## src/logic/sms_regs.svh

```systemverilog
// Purpose: Constants of the step/dir microstep sequencer
// Assumes: 50 MHz system clock
// Notes: Command word layouts, timing counts, reset values
`ifndef SMS_REGS_SVH
`define SMS_REGS_SVH

`define SMS_WORD_W 20
`define SMS_KIND_HI 19
`define SMS_KIND_LO 18
`define SMS_KIND_COIL 2'h0
`define SMS_KIND_CONF 2'h1
`define SMS_COILA_SIGN 17
`define SMS_COILA_HI 16
`define SMS_COILA_LO 9
`define SMS_COILB_SIGN 8
`define SMS_COILB_HI 7
`define SMS_COILB_LO 0
`define SMS_CONF_RES_HI 3
`define SMS_CONF_RES_LO 0
`define SMS_CONF_DUAL_EDGE_STEP_SELECT 4
`define SMS_CONF_STEPDIS 5
`define SMS_CONF_CHOP 6
`define SMS_RES_MAX 4'h8
`define SMS_RST_RES 4'h0
`define SMS_RST_DUAL_EDGE_STEP_SELECT 1'b0
`define SMS_RST_STEPDIS 1'b0
`define SMS_RST_CHOP 1'b0
`define SMS_CLK_MHZ 50
`define SMS_TOFF_NS 2000
`define SMS_TOFF_CYC ((`SMS_TOFF_NS * `SMS_CLK_MHZ + 999) / 1000)
`define SMS_TFAST_CYC (`SMS_TOFF_CYC / 2)

`endif

```

## src/logic/sms_pkg.sv

```systemverilog
// Purpose: Types of the step/dir microstep sequencer
// Assumes: Used with sms_regs.svh
// Notes: Coil target carries sign and magnitude
package sms_pkg;
    typedef struct packed {
        logic sign;
        logic [7:0] mag;
    } sms_coil_t;

    typedef struct packed {
        logic chop_spread;
        logic step_disable;
        logic dual_edge_step_select;
        logic [3:0] res;
    } sms_conf_t;

    typedef enum logic [1:0] {
        SMS_CH_ON = 2'b00,
        SMS_CH_FAST = 2'b01,
        SMS_CH_SLOW = 2'b10
    } sms_chop_t;
endpackage : sms_pkg

```

## src/logic/sms_sequencer.sv

```systemverilog
// Purpose: Step/dir microstep sequencer with serial command port
// Assumes: Pins are asynchronous to i_clk_sys; 50 MHz system clock
// Notes: Coil currents come from sine table or direct serial writes
`timescale 1ns/1ps
`include "sms_regs.svh"

module sms_sequencer #(
    parameter int TOFF_CYC = `SMS_TOFF_CYC,
    parameter int TFAST_CYC = `SMS_TFAST_CYC
) (
    // Clock and reset
    input wire logic i_clk_sys,
    input wire logic i_rst,
    // Serial port
    input wire logic i_chip_select_low,
    input wire logic i_sck,
    input wire logic i_sdi,
    output logic o_sdo,
    output logic o_sdo_oe,
    // Step and direction
    input wire logic i_step,
    input wire logic i_dir,
    // Clock pin and driver enable
    input wire logic i_ext_clk,
    input wire logic i_driver_enable_low,
    output logic o_use_ext_clk,
    // Current sense comparators, one per coil, high above target
    input wire logic [1:0] i_coil_over,
    // Coil targets and bridge switch drives {h1,h2,l1,l2} per coil
    output sms_pkg::sms_coil_t o_coil_a,
    output sms_pkg::sms_coil_t o_coil_b,
    output logic [7:0] o_bridge,
    // Microstep position
    output logic [9:0] o_position
);
    if (TOFF_CYC < 2 || TFAST_CYC < 1 || TFAST_CYC >= TOFF_CYC) begin : g_bad
        $error("sms_sequencer: bad chopper timing");
    end

    localparam int NSYNC = 7;
    // Idle pin levels: select and enable start inactive, no false edge
    localparam logic [NSYNC-1:0] PIN_IDLE = 7'h41;
    localparam int CW = $clog2(TOFF_CYC + 1);

    function automatic sms_pkg::sms_coil_t sms_sine(input logic [9:0] ph);
        logic [8:0] p;
        logic [18:0] prod;
        sms_pkg::sms_coil_t r;
        p = ph[8:0];
        prod = 19'(p) * (19'h0_0200 - 19'(p));
        r.sign = ph[9];
        r.mag = (prod[18:8] > 11'h0ff) ? 8'hff : prod[15:8];
        return r;
    endfunction : sms_sine

    // Pin synchronisers with agreement filter
    logic [NSYNC-1:0] pins;
    logic [NSYNC-1:0] s1_ff, s2_ff, s3_ff, filt_ff, prev_ff;
    assign pins = {i_chip_select_low, i_sck, i_sdi, i_step, i_dir,
                   i_ext_clk, i_driver_enable_low};

    genvar g;
    generate
        for (g = 0; g < NSYNC; g++) begin : g_sync
            always_ff @(posedge i_clk_sys or posedge i_rst) begin
                if (i_rst) begin
                    s1_ff[g] <= PIN_IDLE[g];
                    s2_ff[g] <= PIN_IDLE[g];
                    s3_ff[g] <= PIN_IDLE[g];
                    filt_ff[g] <= PIN_IDLE[g];
                    prev_ff[g] <= PIN_IDLE[g];
                end else begin
                    s1_ff[g] <= pins[g];
                    s2_ff[g] <= s1_ff[g];
                    s3_ff[g] <= s2_ff[g];
                    if (s2_ff[g] == s3_ff[g]) begin
                        filt_ff[g] <= s3_ff[g];
                    end
                    prev_ff[g] <= filt_ff[g];
                end
            end
        end
    endgenerate

    logic cs_low, sck_rise, sck_fall, cs_fall, cs_rise, sdi_s;
    logic step_rise, step_fall, dir_s, ext_clk_s, en_low_s;
    assign cs_low = ~filt_ff[6];
    assign cs_fall = prev_ff[6] & ~filt_ff[6];
    assign cs_rise = ~prev_ff[6] & filt_ff[6];
    assign sck_rise = ~prev_ff[5] & filt_ff[5];
    assign sck_fall = prev_ff[5] & ~filt_ff[5];
    assign sdi_s = filt_ff[4];
    assign step_rise = ~prev_ff[3] & filt_ff[3];
    assign step_fall = prev_ff[3] & ~filt_ff[3];
    assign dir_s = filt_ff[2];
    assign ext_clk_s = filt_ff[1];
    assign en_low_s = filt_ff[0];

    // Serial shift registers
    logic [`SMS_WORD_W-1:0] rx_ff, tx_ff;
    logic [4:0] bits_ff;
    logic cmd_ok;
    sms_pkg::sms_conf_t conf_ff;
    logic [9:0] pos_ff;
    assign cmd_ok = cs_rise && (bits_ff == 5'(`SMS_WORD_W));

    always_ff @(posedge i_clk_sys or posedge i_rst) begin
        if (i_rst) begin
            rx_ff <= '0;
            tx_ff <= '0;
            bits_ff <= 5'h00;
        end else if (cs_fall) begin
            tx_ff <= {pos_ff, o_use_ext_clk, conf_ff.step_disable,
                      1'b0, conf_ff};
            bits_ff <= 5'h00;
        end else if (cs_low) begin
            if (sck_rise) begin
                rx_ff <= {rx_ff[`SMS_WORD_W-2:0], sdi_s};
                if (bits_ff != 5'h1f) begin
                    bits_ff <= bits_ff + 5'h01;
                end
            end
            if (sck_fall) begin
                tx_ff <= {tx_ff[`SMS_WORD_W-2:0], 1'b0};
            end
        end
    end

    // Serial output, released outside chip select
    always_ff @(posedge i_clk_sys or posedge i_rst) begin
        if (i_rst) begin
            o_sdo <= 1'b0;
            o_sdo_oe <= 1'b0;
        end else begin
            o_sdo_oe <= cs_low;
            o_sdo <= cs_fall ? pos_ff[9] : tx_ff[`SMS_WORD_W-1];
        end
    end

    // Configuration written by controller
    always_ff @(posedge i_clk_sys or posedge i_rst) begin
        if (i_rst) begin
            conf_ff.res <= `SMS_RST_RES;
            conf_ff.dual_edge_step_select <= `SMS_RST_DUAL_EDGE_STEP_SELECT;
            conf_ff.step_disable <= `SMS_RST_STEPDIS;
            conf_ff.chop_spread <= `SMS_RST_CHOP;
        end else if (cmd_ok && rx_ff[`SMS_KIND_HI:`SMS_KIND_LO]
                     == `SMS_KIND_CONF) begin
            if (rx_ff[`SMS_CONF_RES_HI:`SMS_CONF_RES_LO] <= `SMS_RES_MAX) begin
                conf_ff.res <= rx_ff[`SMS_CONF_RES_HI:`SMS_CONF_RES_LO];
            end
            conf_ff.dual_edge_step_select <= rx_ff[`SMS_CONF_DUAL_EDGE_STEP_SELECT];
            conf_ff.step_disable <= rx_ff[`SMS_CONF_STEPDIS];
            conf_ff.chop_spread <= rx_ff[`SMS_CONF_CHOP];
        end
    end

    // Microstep counter
    logic step_act;
    logic [9:0] step_inc;
    assign step_act = ~conf_ff.step_disable &
        (step_rise | (conf_ff.dual_edge_step_select & step_fall));
    assign step_inc = 10'h001 << conf_ff.res;

    always_ff @(posedge i_clk_sys or posedge i_rst) begin
        if (i_rst) begin
            pos_ff <= 10'h000;
        end else if (step_act) begin
            if (!dir_s) begin
                pos_ff <= pos_ff + step_inc;
            end else begin
                pos_ff <= pos_ff - step_inc;
            end
        end
    end
    assign o_position = pos_ff;

    // Coil targets: table or direct write
    always_ff @(posedge i_clk_sys or posedge i_rst) begin
        if (i_rst) begin
            o_coil_a <= '0;
            o_coil_b <= '0;
        end else if (conf_ff.step_disable) begin
            if (cmd_ok && rx_ff[`SMS_KIND_HI:`SMS_KIND_LO]
                == `SMS_KIND_COIL) begin
                o_coil_a <= rx_ff[`SMS_COILA_SIGN:`SMS_COILA_LO];
                o_coil_b <= rx_ff[`SMS_COILB_SIGN:`SMS_COILB_LO];
            end
        end else begin
            o_coil_a <= sms_sine(pos_ff);
            o_coil_b <= sms_sine(pos_ff + 10'h100);
        end
    end

    // External clock detection, held until reset
    always_ff @(posedge i_clk_sys or posedge i_rst) begin
        if (i_rst) begin
            o_use_ext_clk <= 1'b0;
        end else if (ext_clk_s) begin
            o_use_ext_clk <= 1'b1;
        end
    end

    // Chopper per coil
    sms_pkg::sms_coil_t coil [2];
    assign coil[0] = o_coil_a;
    assign coil[1] = o_coil_b;

    generate
        for (g = 0; g < 2; g++) begin : g_chop
            sms_pkg::sms_chop_t st_ff;
            logic [CW-1:0] cnt_ff;
            logic [3:0] drv;
            always_ff @(posedge i_clk_sys or posedge i_rst) begin
                if (i_rst) begin
                    st_ff <= sms_pkg::SMS_CH_SLOW;
                    cnt_ff <= '0;
                end else begin
                    unique case (st_ff)
                        sms_pkg::SMS_CH_ON: begin
                            if (i_coil_over[g] || coil[g].mag == 8'h00) begin
                                st_ff <= conf_ff.chop_spread ?
                                    sms_pkg::SMS_CH_FAST :
                                    sms_pkg::SMS_CH_SLOW;
                                cnt_ff <= CW'(TOFF_CYC - 1);
                            end
                        end
                        sms_pkg::SMS_CH_FAST: begin
                            cnt_ff <= cnt_ff - 1'b1;
                            if (cnt_ff <= CW'(TOFF_CYC - TFAST_CYC)) begin
                                st_ff <= sms_pkg::SMS_CH_SLOW;
                            end
                        end
                        sms_pkg::SMS_CH_SLOW: begin
                            if (cnt_ff != '0) begin
                                cnt_ff <= cnt_ff - 1'b1;
                            end else if (coil[g].mag != 8'h00) begin
                                st_ff <= sms_pkg::SMS_CH_ON;
                            end
                        end
                        default: begin
                            st_ff <= sms_pkg::SMS_CH_SLOW;
                        end
                    endcase
                end
            end
            always_comb begin
                unique case (st_ff)
                    sms_pkg::SMS_CH_ON:
                        drv = coil[g].sign ? 4'b0110 : 4'b1001;
                    sms_pkg::SMS_CH_FAST:
                        drv = coil[g].sign ? 4'b1001 : 4'b0110;
                    default:
                        drv = 4'b0011;
                endcase
            end
            always_ff @(posedge i_clk_sys or posedge i_rst) begin
                if (i_rst) begin
                    o_bridge[4*g+3:4*g] <= 4'h0;
                end else if (en_low_s) begin
                    o_bridge[4*g+3:4*g] <= 4'h0;
                end else begin
                    o_bridge[4*g+3:4*g] <= drv;
                end
            end
        end
    endgenerate
endmodule : sms_sequencer

```

## config.mk

```make
export PLATFORM = sky130hd
export DESIGN_NAME = sms_sequencer
export DESIGN_NICKNAME = d
export VERILOG_FILES = /design/src/logic/sms_pkg.sv /design/src/logic/sms_sequencer.sv
export VERILOG_INCLUDE_DIRS = /design/src /design/src/logic
export SDC_FILE = /design/constraint.sdc
export NUM_CORES = 1
export LEC_CHECK = 0
export BUFFER_PORTS_ARGS = -buffer_cell sky130_fd_sc_hd__buf_2
export CAP_MARGIN = 15
export CORE_MARGIN = 2
export CORE_UTILIZATION = 50
export CTS_CLUSTER_DIAMETER = 80
export DETAILED_ROUTE_END_ITERATION = 8
export PLACE_DENSITY = 0.76
export SYNTH_ARGS = -nofsm -noshare
export SYNTH_HDL_FRONTEND = slang
export SYNTH_SLANG_ARGS = --single-unit
```

## constraint.sdc

```tcl
create_clock -name i_clk_sys -period 9.1 [get_ports i_clk_sys]
set_clock_uncertainty 0.2 [all_clocks]
set_input_delay 1.82 -clock i_clk_sys [delete_from_list [all_inputs] [get_ports i_clk_sys]]
set_output_delay 1.82 -clock i_clk_sys [all_outputs]
set_load 0.01 [all_outputs]
```

==> flow_metrics.tcl, run 1 <==
set metrics [dict create \
    timing_worst_setup_path_type "flip-flop to flip-flop" \
    async_flop_share 1.00 \
    synth.largest_area_cell "dfrtp_1" \
    fp.coreArea_um2 21900 \
    timing_hold_violations_final 0 \
    number_of_primary_i_o_pins 50 \
    grt_start_max_net_pins 82 \
    vias_per_std_cell 5.51 \
    cp_slowest_cell "dfrtp_1" \
    gp_congestion 0.965 \
    synth_edf_count 0 \
    synth.most_common_cell "ha_1" \
    final.fill_count 1874 \
    drt.antenna.violating_nets 0 \
    timing.fmax_ghz 0.134 \
    io_buffer_count 49 \
    synth_seq_area_share 0.314 \
    ys_types 66 \
    die_h_um 154 \
    drt_wl_total_um 24200 \
    cap_violations 0 \
    top_cell_type_s_share_of_synthesized_area 0.288 \
    hold_class "flip-flop to flip-flop" \
    run_status "finished, final reports clean" \
    cts_repair_resize_count 0 \
    number_of_antenna_violations_at_the_first_check_in_global_routing 1 \
    drt_first_iter_violations 591 \
    cts-buffers-inserted 17 \
    initial_utilization 0.511 \
    timing.final.crit_period_ns 7.48 \
    max-slew-margin-rel 0.311 \
    finalNetCount 1389 \
    timing.final.setup_violations 0 \
    via_count 8027 \
    start_kind "flip-flop" \
    area_growth_pct 10.2 \
    critical_path_buf_inv_count 1 \
    drt_first_pass_iters 5 \
    r2r_cells 20 \
    final_min_period_over_clock_period 0.822 \
    clockBufferDepth 2 \
    clk-insertion-delay-late_ns 0.43 \
    cts_setup_buffers 0 \
    setup_tns_ns 0 \
    post_synth_inst_count 1110 \
    tritoncts "done" \
    die_area_um2 23600 \
    maxSlewViolCount 0 \
    timing.critical_path.arrival_ns 7.58 \
    synthTopCellsByCount "131 x ha_1, 129 x dfrtp_1, 123 x inv_1, 88 x nand2_1, 82 x fa_1" \
    worstPathRequired_ns 9.21 \
    grt_use_total 0.213 \
    proportion_of_layout_cells_with_a_drive_suffix_above_1 0.120 \
    worst_path_largest_cell_delay_ns 0.55 \
    setup_repair_after_global_routing_missed_its_margin "false" \
    netlist_top_cells_area "dfrtp_1 29%, fa_1 15%, ha_1 15%" \
    min_delay_path_depth 0 \
    grt_pass1_wl_um 40500 \
    critPathCaptureType "flip-flop" \
    detail_route.drc_violations 0 \
    cts_hold_repair.buffers 0 \
    fp-row-count 54 \
    yosys_warnings 0 \
    antennaDiodeCount 0 \
    vias_in_the_first_global_route 8303 \
    worstPathCellList "inv_1 > ha_1 > nand2_1 > nor3_1 > nor3b_1 > ha_1 > nor2b_1 > fa_1 > fa_1 > fa_1 > fa_1 > ha_1 > ha_1 > a21oi_1 > nor3_1 > or4_1 > a211o_1 > a311oi_2 > o211ai_2 > a221o_1" \
    overflow 0 \
    count_of_h_tree_levels_built_during_cts 4 \
    cp_max_fo 16 \
    cell_class_contributing_the_biggest_share_of_worst_path_delay "adder cells" \
    route.detailed.wl_per_inst_um 16.6 \
    stages_on_worst_setup_path 20 \
    cts_sinks 140 \
    dieWidth_um 154 \
    dp.final_hpwl_um 18500 \
    synth.avg_cell_area_um2 10.1 \
    synth_area_um2 11200 \
    clkSlewWorstSetupHoldPaths_ns 0.06 \
    postSynth.topFlopCell "dfrtp_1" \
    yosys_register_bits 140 \
    slew_at_the_pin_closest_to_its_max_slew_limit_ns 1.03 \
    ctsRootBufferMaster "clkbuf_16" \
]
-- cells in the final DEF, fill, tap and decap left out, types with 7 or more instances in the layout --
| cell | count |
|---|---|
| nor3b_1 | 7 |
| nor2b_1 | 29 |
| xor2_1 | 13 |
| nand2b_1 | 21 |
| inv_1 | 122 |
| nor3_1 | 24 |
| fa_1 | 82 |
| dfrtp_1 | 129 |
| mux2_2 | 29 |
| dfstp_2 | 11 |
| nand3_1 | 10 |
| buf_2 | 49 |
| xnor2_1 | 19 |
| a21oi_1 | 46 |
| nand3b_1 | 7 |
| mux2i_1 | 39 |
| a221o_1 | 10 |
| a211oi_1 | 7 |
| o21ai_1 | 13 |
| a31oi_1 | 8 |
| and2_1 | 17 |
| conb_1 | 18 |
| buf_4 | 7 |
| clkbuf_16 | 17 |
| a21o_1 | 10 |
| nor2_1 | 76 |
| o21ai_0 | 36 |
| ha_1 | 131 |
| maj3_1 | 8 |
| nand2_1 | 88 |
-- path summary, 6_finish.rpt --
path,start,endpoint,slack (ns)
min in group asynchronous,i_rst,o_bridge[1],1.25
max,o_position[0],o_coil_b[0],1.62
min,s1_ff[1],s2_ff[1],0.15
max reg2reg,o_position[0],o_coil_b[0],1.62
max in group asynchronous,i_rst,s1_ff[4],6.05
min reg2reg,s1_ff[1],s2_ff[1],0.15
-- metal layers --
metal / routed length [um] / vias up / track usage
met2: 11800 / 191 / 0.358
met3: 1170 / 28 / 0.0414
met5: 0 / - / 0
met4: 294 / 0 / 0.0559
met1: 11000 / 3949 / 0.283
li1: - / 3859 / -
-- registers in the layout, summed over array words and instances (netlist names), 3 cells and up --
name,cells
rx_ff,20
g_chop.st_ff,4
o_position,10
prev_ff,3
o_bridge,8
s1_ff,7
tx_ff,20
conf_ff,7
s3_ff,7
o_coil_a,9
o_coil_b,9
bits_ff,5
s2_ff,7
filt_ff,3
g_chop.cnt_ff,14
-- layout make-up --
| cell class | instances | area (um^2) | share of cell area |
|---|---|---|---|
| Sequential cell | 140 | 3520 | 0.285 |
| Tap cell | 280 | 350 | 0.0284 |
| Multi-Input combinational cell | 825 | 7130 | 0.578 |
| Timing Repair Buffer | 56 | 298 | 0.0241 |
| Clock inverter | 15 | 140 | 0.0114 |
| Clock buffer | 17 | 425 | 0.0345 |
| Inverter | 125 | 474 | 0.0384 |
-- metrics by stage --
step,util,hold slack [ns],instances,setup slack [ns],instance area (um^2)
after global placement,0.538,0.132,1426,2.05,11800
after detailed placement,0.538,0.136,1426,1.73,11800
after floorplan,-,0.131,1126,2.33,11300
after CTS,0.564,0.149,1458,1.70,12300
after global routing,0.564,0.160,1458,1.19,12300
final,0.564,0.146,1458,1.62,12300
-- cells by family (layout without fill, tap and decap cells) --
kind of cell,Yosys count,after routing,share of synthesized area
compound gates,172,172,0.0998
xor+xnor,34,34,0.0286
fa+ha+maj,221,221,0.300
buf+inv,161,213,0.0551
flops,140,140,0.314
mux,68,68,0.0640
other cells,2,18,0.000671
simple gates,312,312,0.137
Power of run 1 is not shown: default switching activity piles up to over one toggle a cycle in this logic, so the estimate is an artifact.
==> run 2, diff against run 1 <==
clock period = 7.05 ns   (was 9.1 ns; I/O delays follow)
==> flow_metrics.tcl, run 2 (synthesized netlist as in run 1, its figures left out) <==
set metrics [dict create \
    grt_use_total 0.217 \
    drt_first_pass_iters 5 \
    via_count 8111 \
    finalNetCount 1402 \
    run_status "finished, final reports clean" \
    start_kind "flip-flop" \
    drt.antenna.violating_nets 0 \
    ctsRootBufferMaster "clkbuf_16" \
    regToRegStartpoint "o_position[1]" \
    drt_first_iter_violations 542 \
    cp_max_fo 8 \
    placed_cells 1438 \
    cap_violations 0 \
    initial_utilization 0.511 \
    hold_class "flip-flop to flip-flop" \
    max-slew-margin-rel 0.297 \
    mostFrequentLayoutCells "131 x ha_1, 129 x dfrtp_1, 121 x inv_1" \
    grt_pass1_wl_um 41200 \
    die_h_um 154 \
    overflow 0 \
    layout.cells.most_common "ha_1" \
    maxSlewViolCount 0 \
    count_of_h_tree_levels_built_during_cts 4 \
    route.detailed.wl_per_inst_um 16.7 \
    critPathCaptureType "flip-flop" \
    clkSlewWorstSetupHoldPaths_ns 0.06 \
    worstPathRequired_ns 7.15 \
    grt_start_max_net_pins 87 \
    crit_start "o_position[1]" \
    timing_worst_setup_path_type "flip-flop to flip-flop" \
    detail_route.drc_violations 0 \
    clockBufferDepth 2 \
    cts-buffers-inserted 17 \
    tritoncts "done" \
    worst_hold_startpoint "s1_ff[1]" \
    timing.final.setup_violations 0 \
    timing.fmax_ghz 0.149 \
    cts_sinks 140 \
    timing.final.crit_period_ns 6.71 \
    proportion_of_layout_cells_with_a_drive_suffix_above_1 0.131 \
    clk-insertion-delay-late_ns 0.42 \
    dieWidth_um 154 \
    fp-row-count 54 \
    io_buffer_count 49 \
    timing_hold_violations_final 0 \
    cts_hold_repair.buffers 0 \
    vias_in_the_first_global_route 8279 \
    number_of_antenna_violations_at_the_first_check_in_global_routing 0 \
    area_growth_pct 11.9 \
    dp.final_hpwl_um 18600 \
    fp.coreArea_um2 21900 \
    timing.critical_path.arrival_ns 6.81 \
    die_area_um2 23600 \
    antennaDiodeCount 0 \
    layout.cells.non_filler 1471 \
    largestRegisters "rx_ff (20), tx_ff (20), g_chop.cnt_ff (14)" \
    final_min_period_over_clock_period 0.952 \
    gp_congestion 0.940 \
    vias_per_std_cell 5.51 \
    slew_at_the_pin_closest_to_its_max_slew_limit_ns 1.05 \
    number_of_primary_i_o_pins 50 \
    drt_wl_total_um 24500 \
]
## run 2: area by class of cell
type	count	area, um^2
fillers	1868	9370
multi-input cells	825	7140
flip-flops and latches	140	3520
inverters	125	474
clock buffers	21	470
repair buffers	69	395
well taps	280	350
clock inverters	11	178
## run 2: per-layer routing
layer	share of wire	track usage	vias to the layer above	wire length, um
met5	0	0	-	0
met4	0.015	0.0581	0	363
met3	0.056	0.0499	24	1380
met2	0.48	0.351	234	11700
met1	0.45	0.296	3980	11100
li1	-	-	3873	-
## run 2: repair_timing
action,4_1_cts,5_1_grt
resized for setup,0,3
endpoints found under the setup margin,0,16
hold endpoints to repair,0,0
buffers inserted,0,1
## run 2: worst paths after layout
check | slack, ns | end | cells after the start
worst max-delay path | 0.34 | o_coil_b[0] | 23
worst min register to register | 0.15 | s2_ff[1] | 0
worst max register to register | 0.34 | o_coil_b[0] | 23
max in group asynchronous | 4.54 | tx_ff[2] | 3
worst min-delay path | 0.15 | s2_ff[1] | 0
min in group asynchronous | 0.93 | g_chop[0].cnt_ff[2] | 2
## run 2: stage by stage
step | hold WS (ns) | setup TNS, ns | cell area [um^2] | util | setup slack [ns]
floorplan | 0.131 | 0 | 11300 | - | 0.282
global placement | 0.132 | 0 | 11900 | 0.542 | 0.448
detailed placement | 0.136 | 0 | 11900 | 0.542 | 0.215
CTS | 0.151 | 0 | 12500 | 0.571 | 0.193
global route | 0.156 | -0.0200 | 12500 | 0.572 | -0.0200
finish | 0.149 | 0 | 12500 | 0.572 | 0.336
## run 2: worst max-delay path, stage by stage, from the launching register on
cell and delay [ns]:
dfrtp_1 0.38, inv_2 0.13, ha_1 0.19, nand2_1 0.08, nor3_1 0.22, nor3b_2 0.24
ha_1 0.35, nor2_1 0.17, fa_1 0.47, fa_1 0.54, fa_1 0.44, fa_1 0.52
inv_1 0.05, fa_1 0.52, inv_1 0.04, ha_1 0.34, a31oi_1 0.23, o21ai_0 0.13
a21oi_2 0.18, a21boi_2 0.14, o21ai_1 0.22, mux2i_1 0.25, o211ai_2 0.19, a221o_1 0.36
Power of run 2 is left out for the same reason.
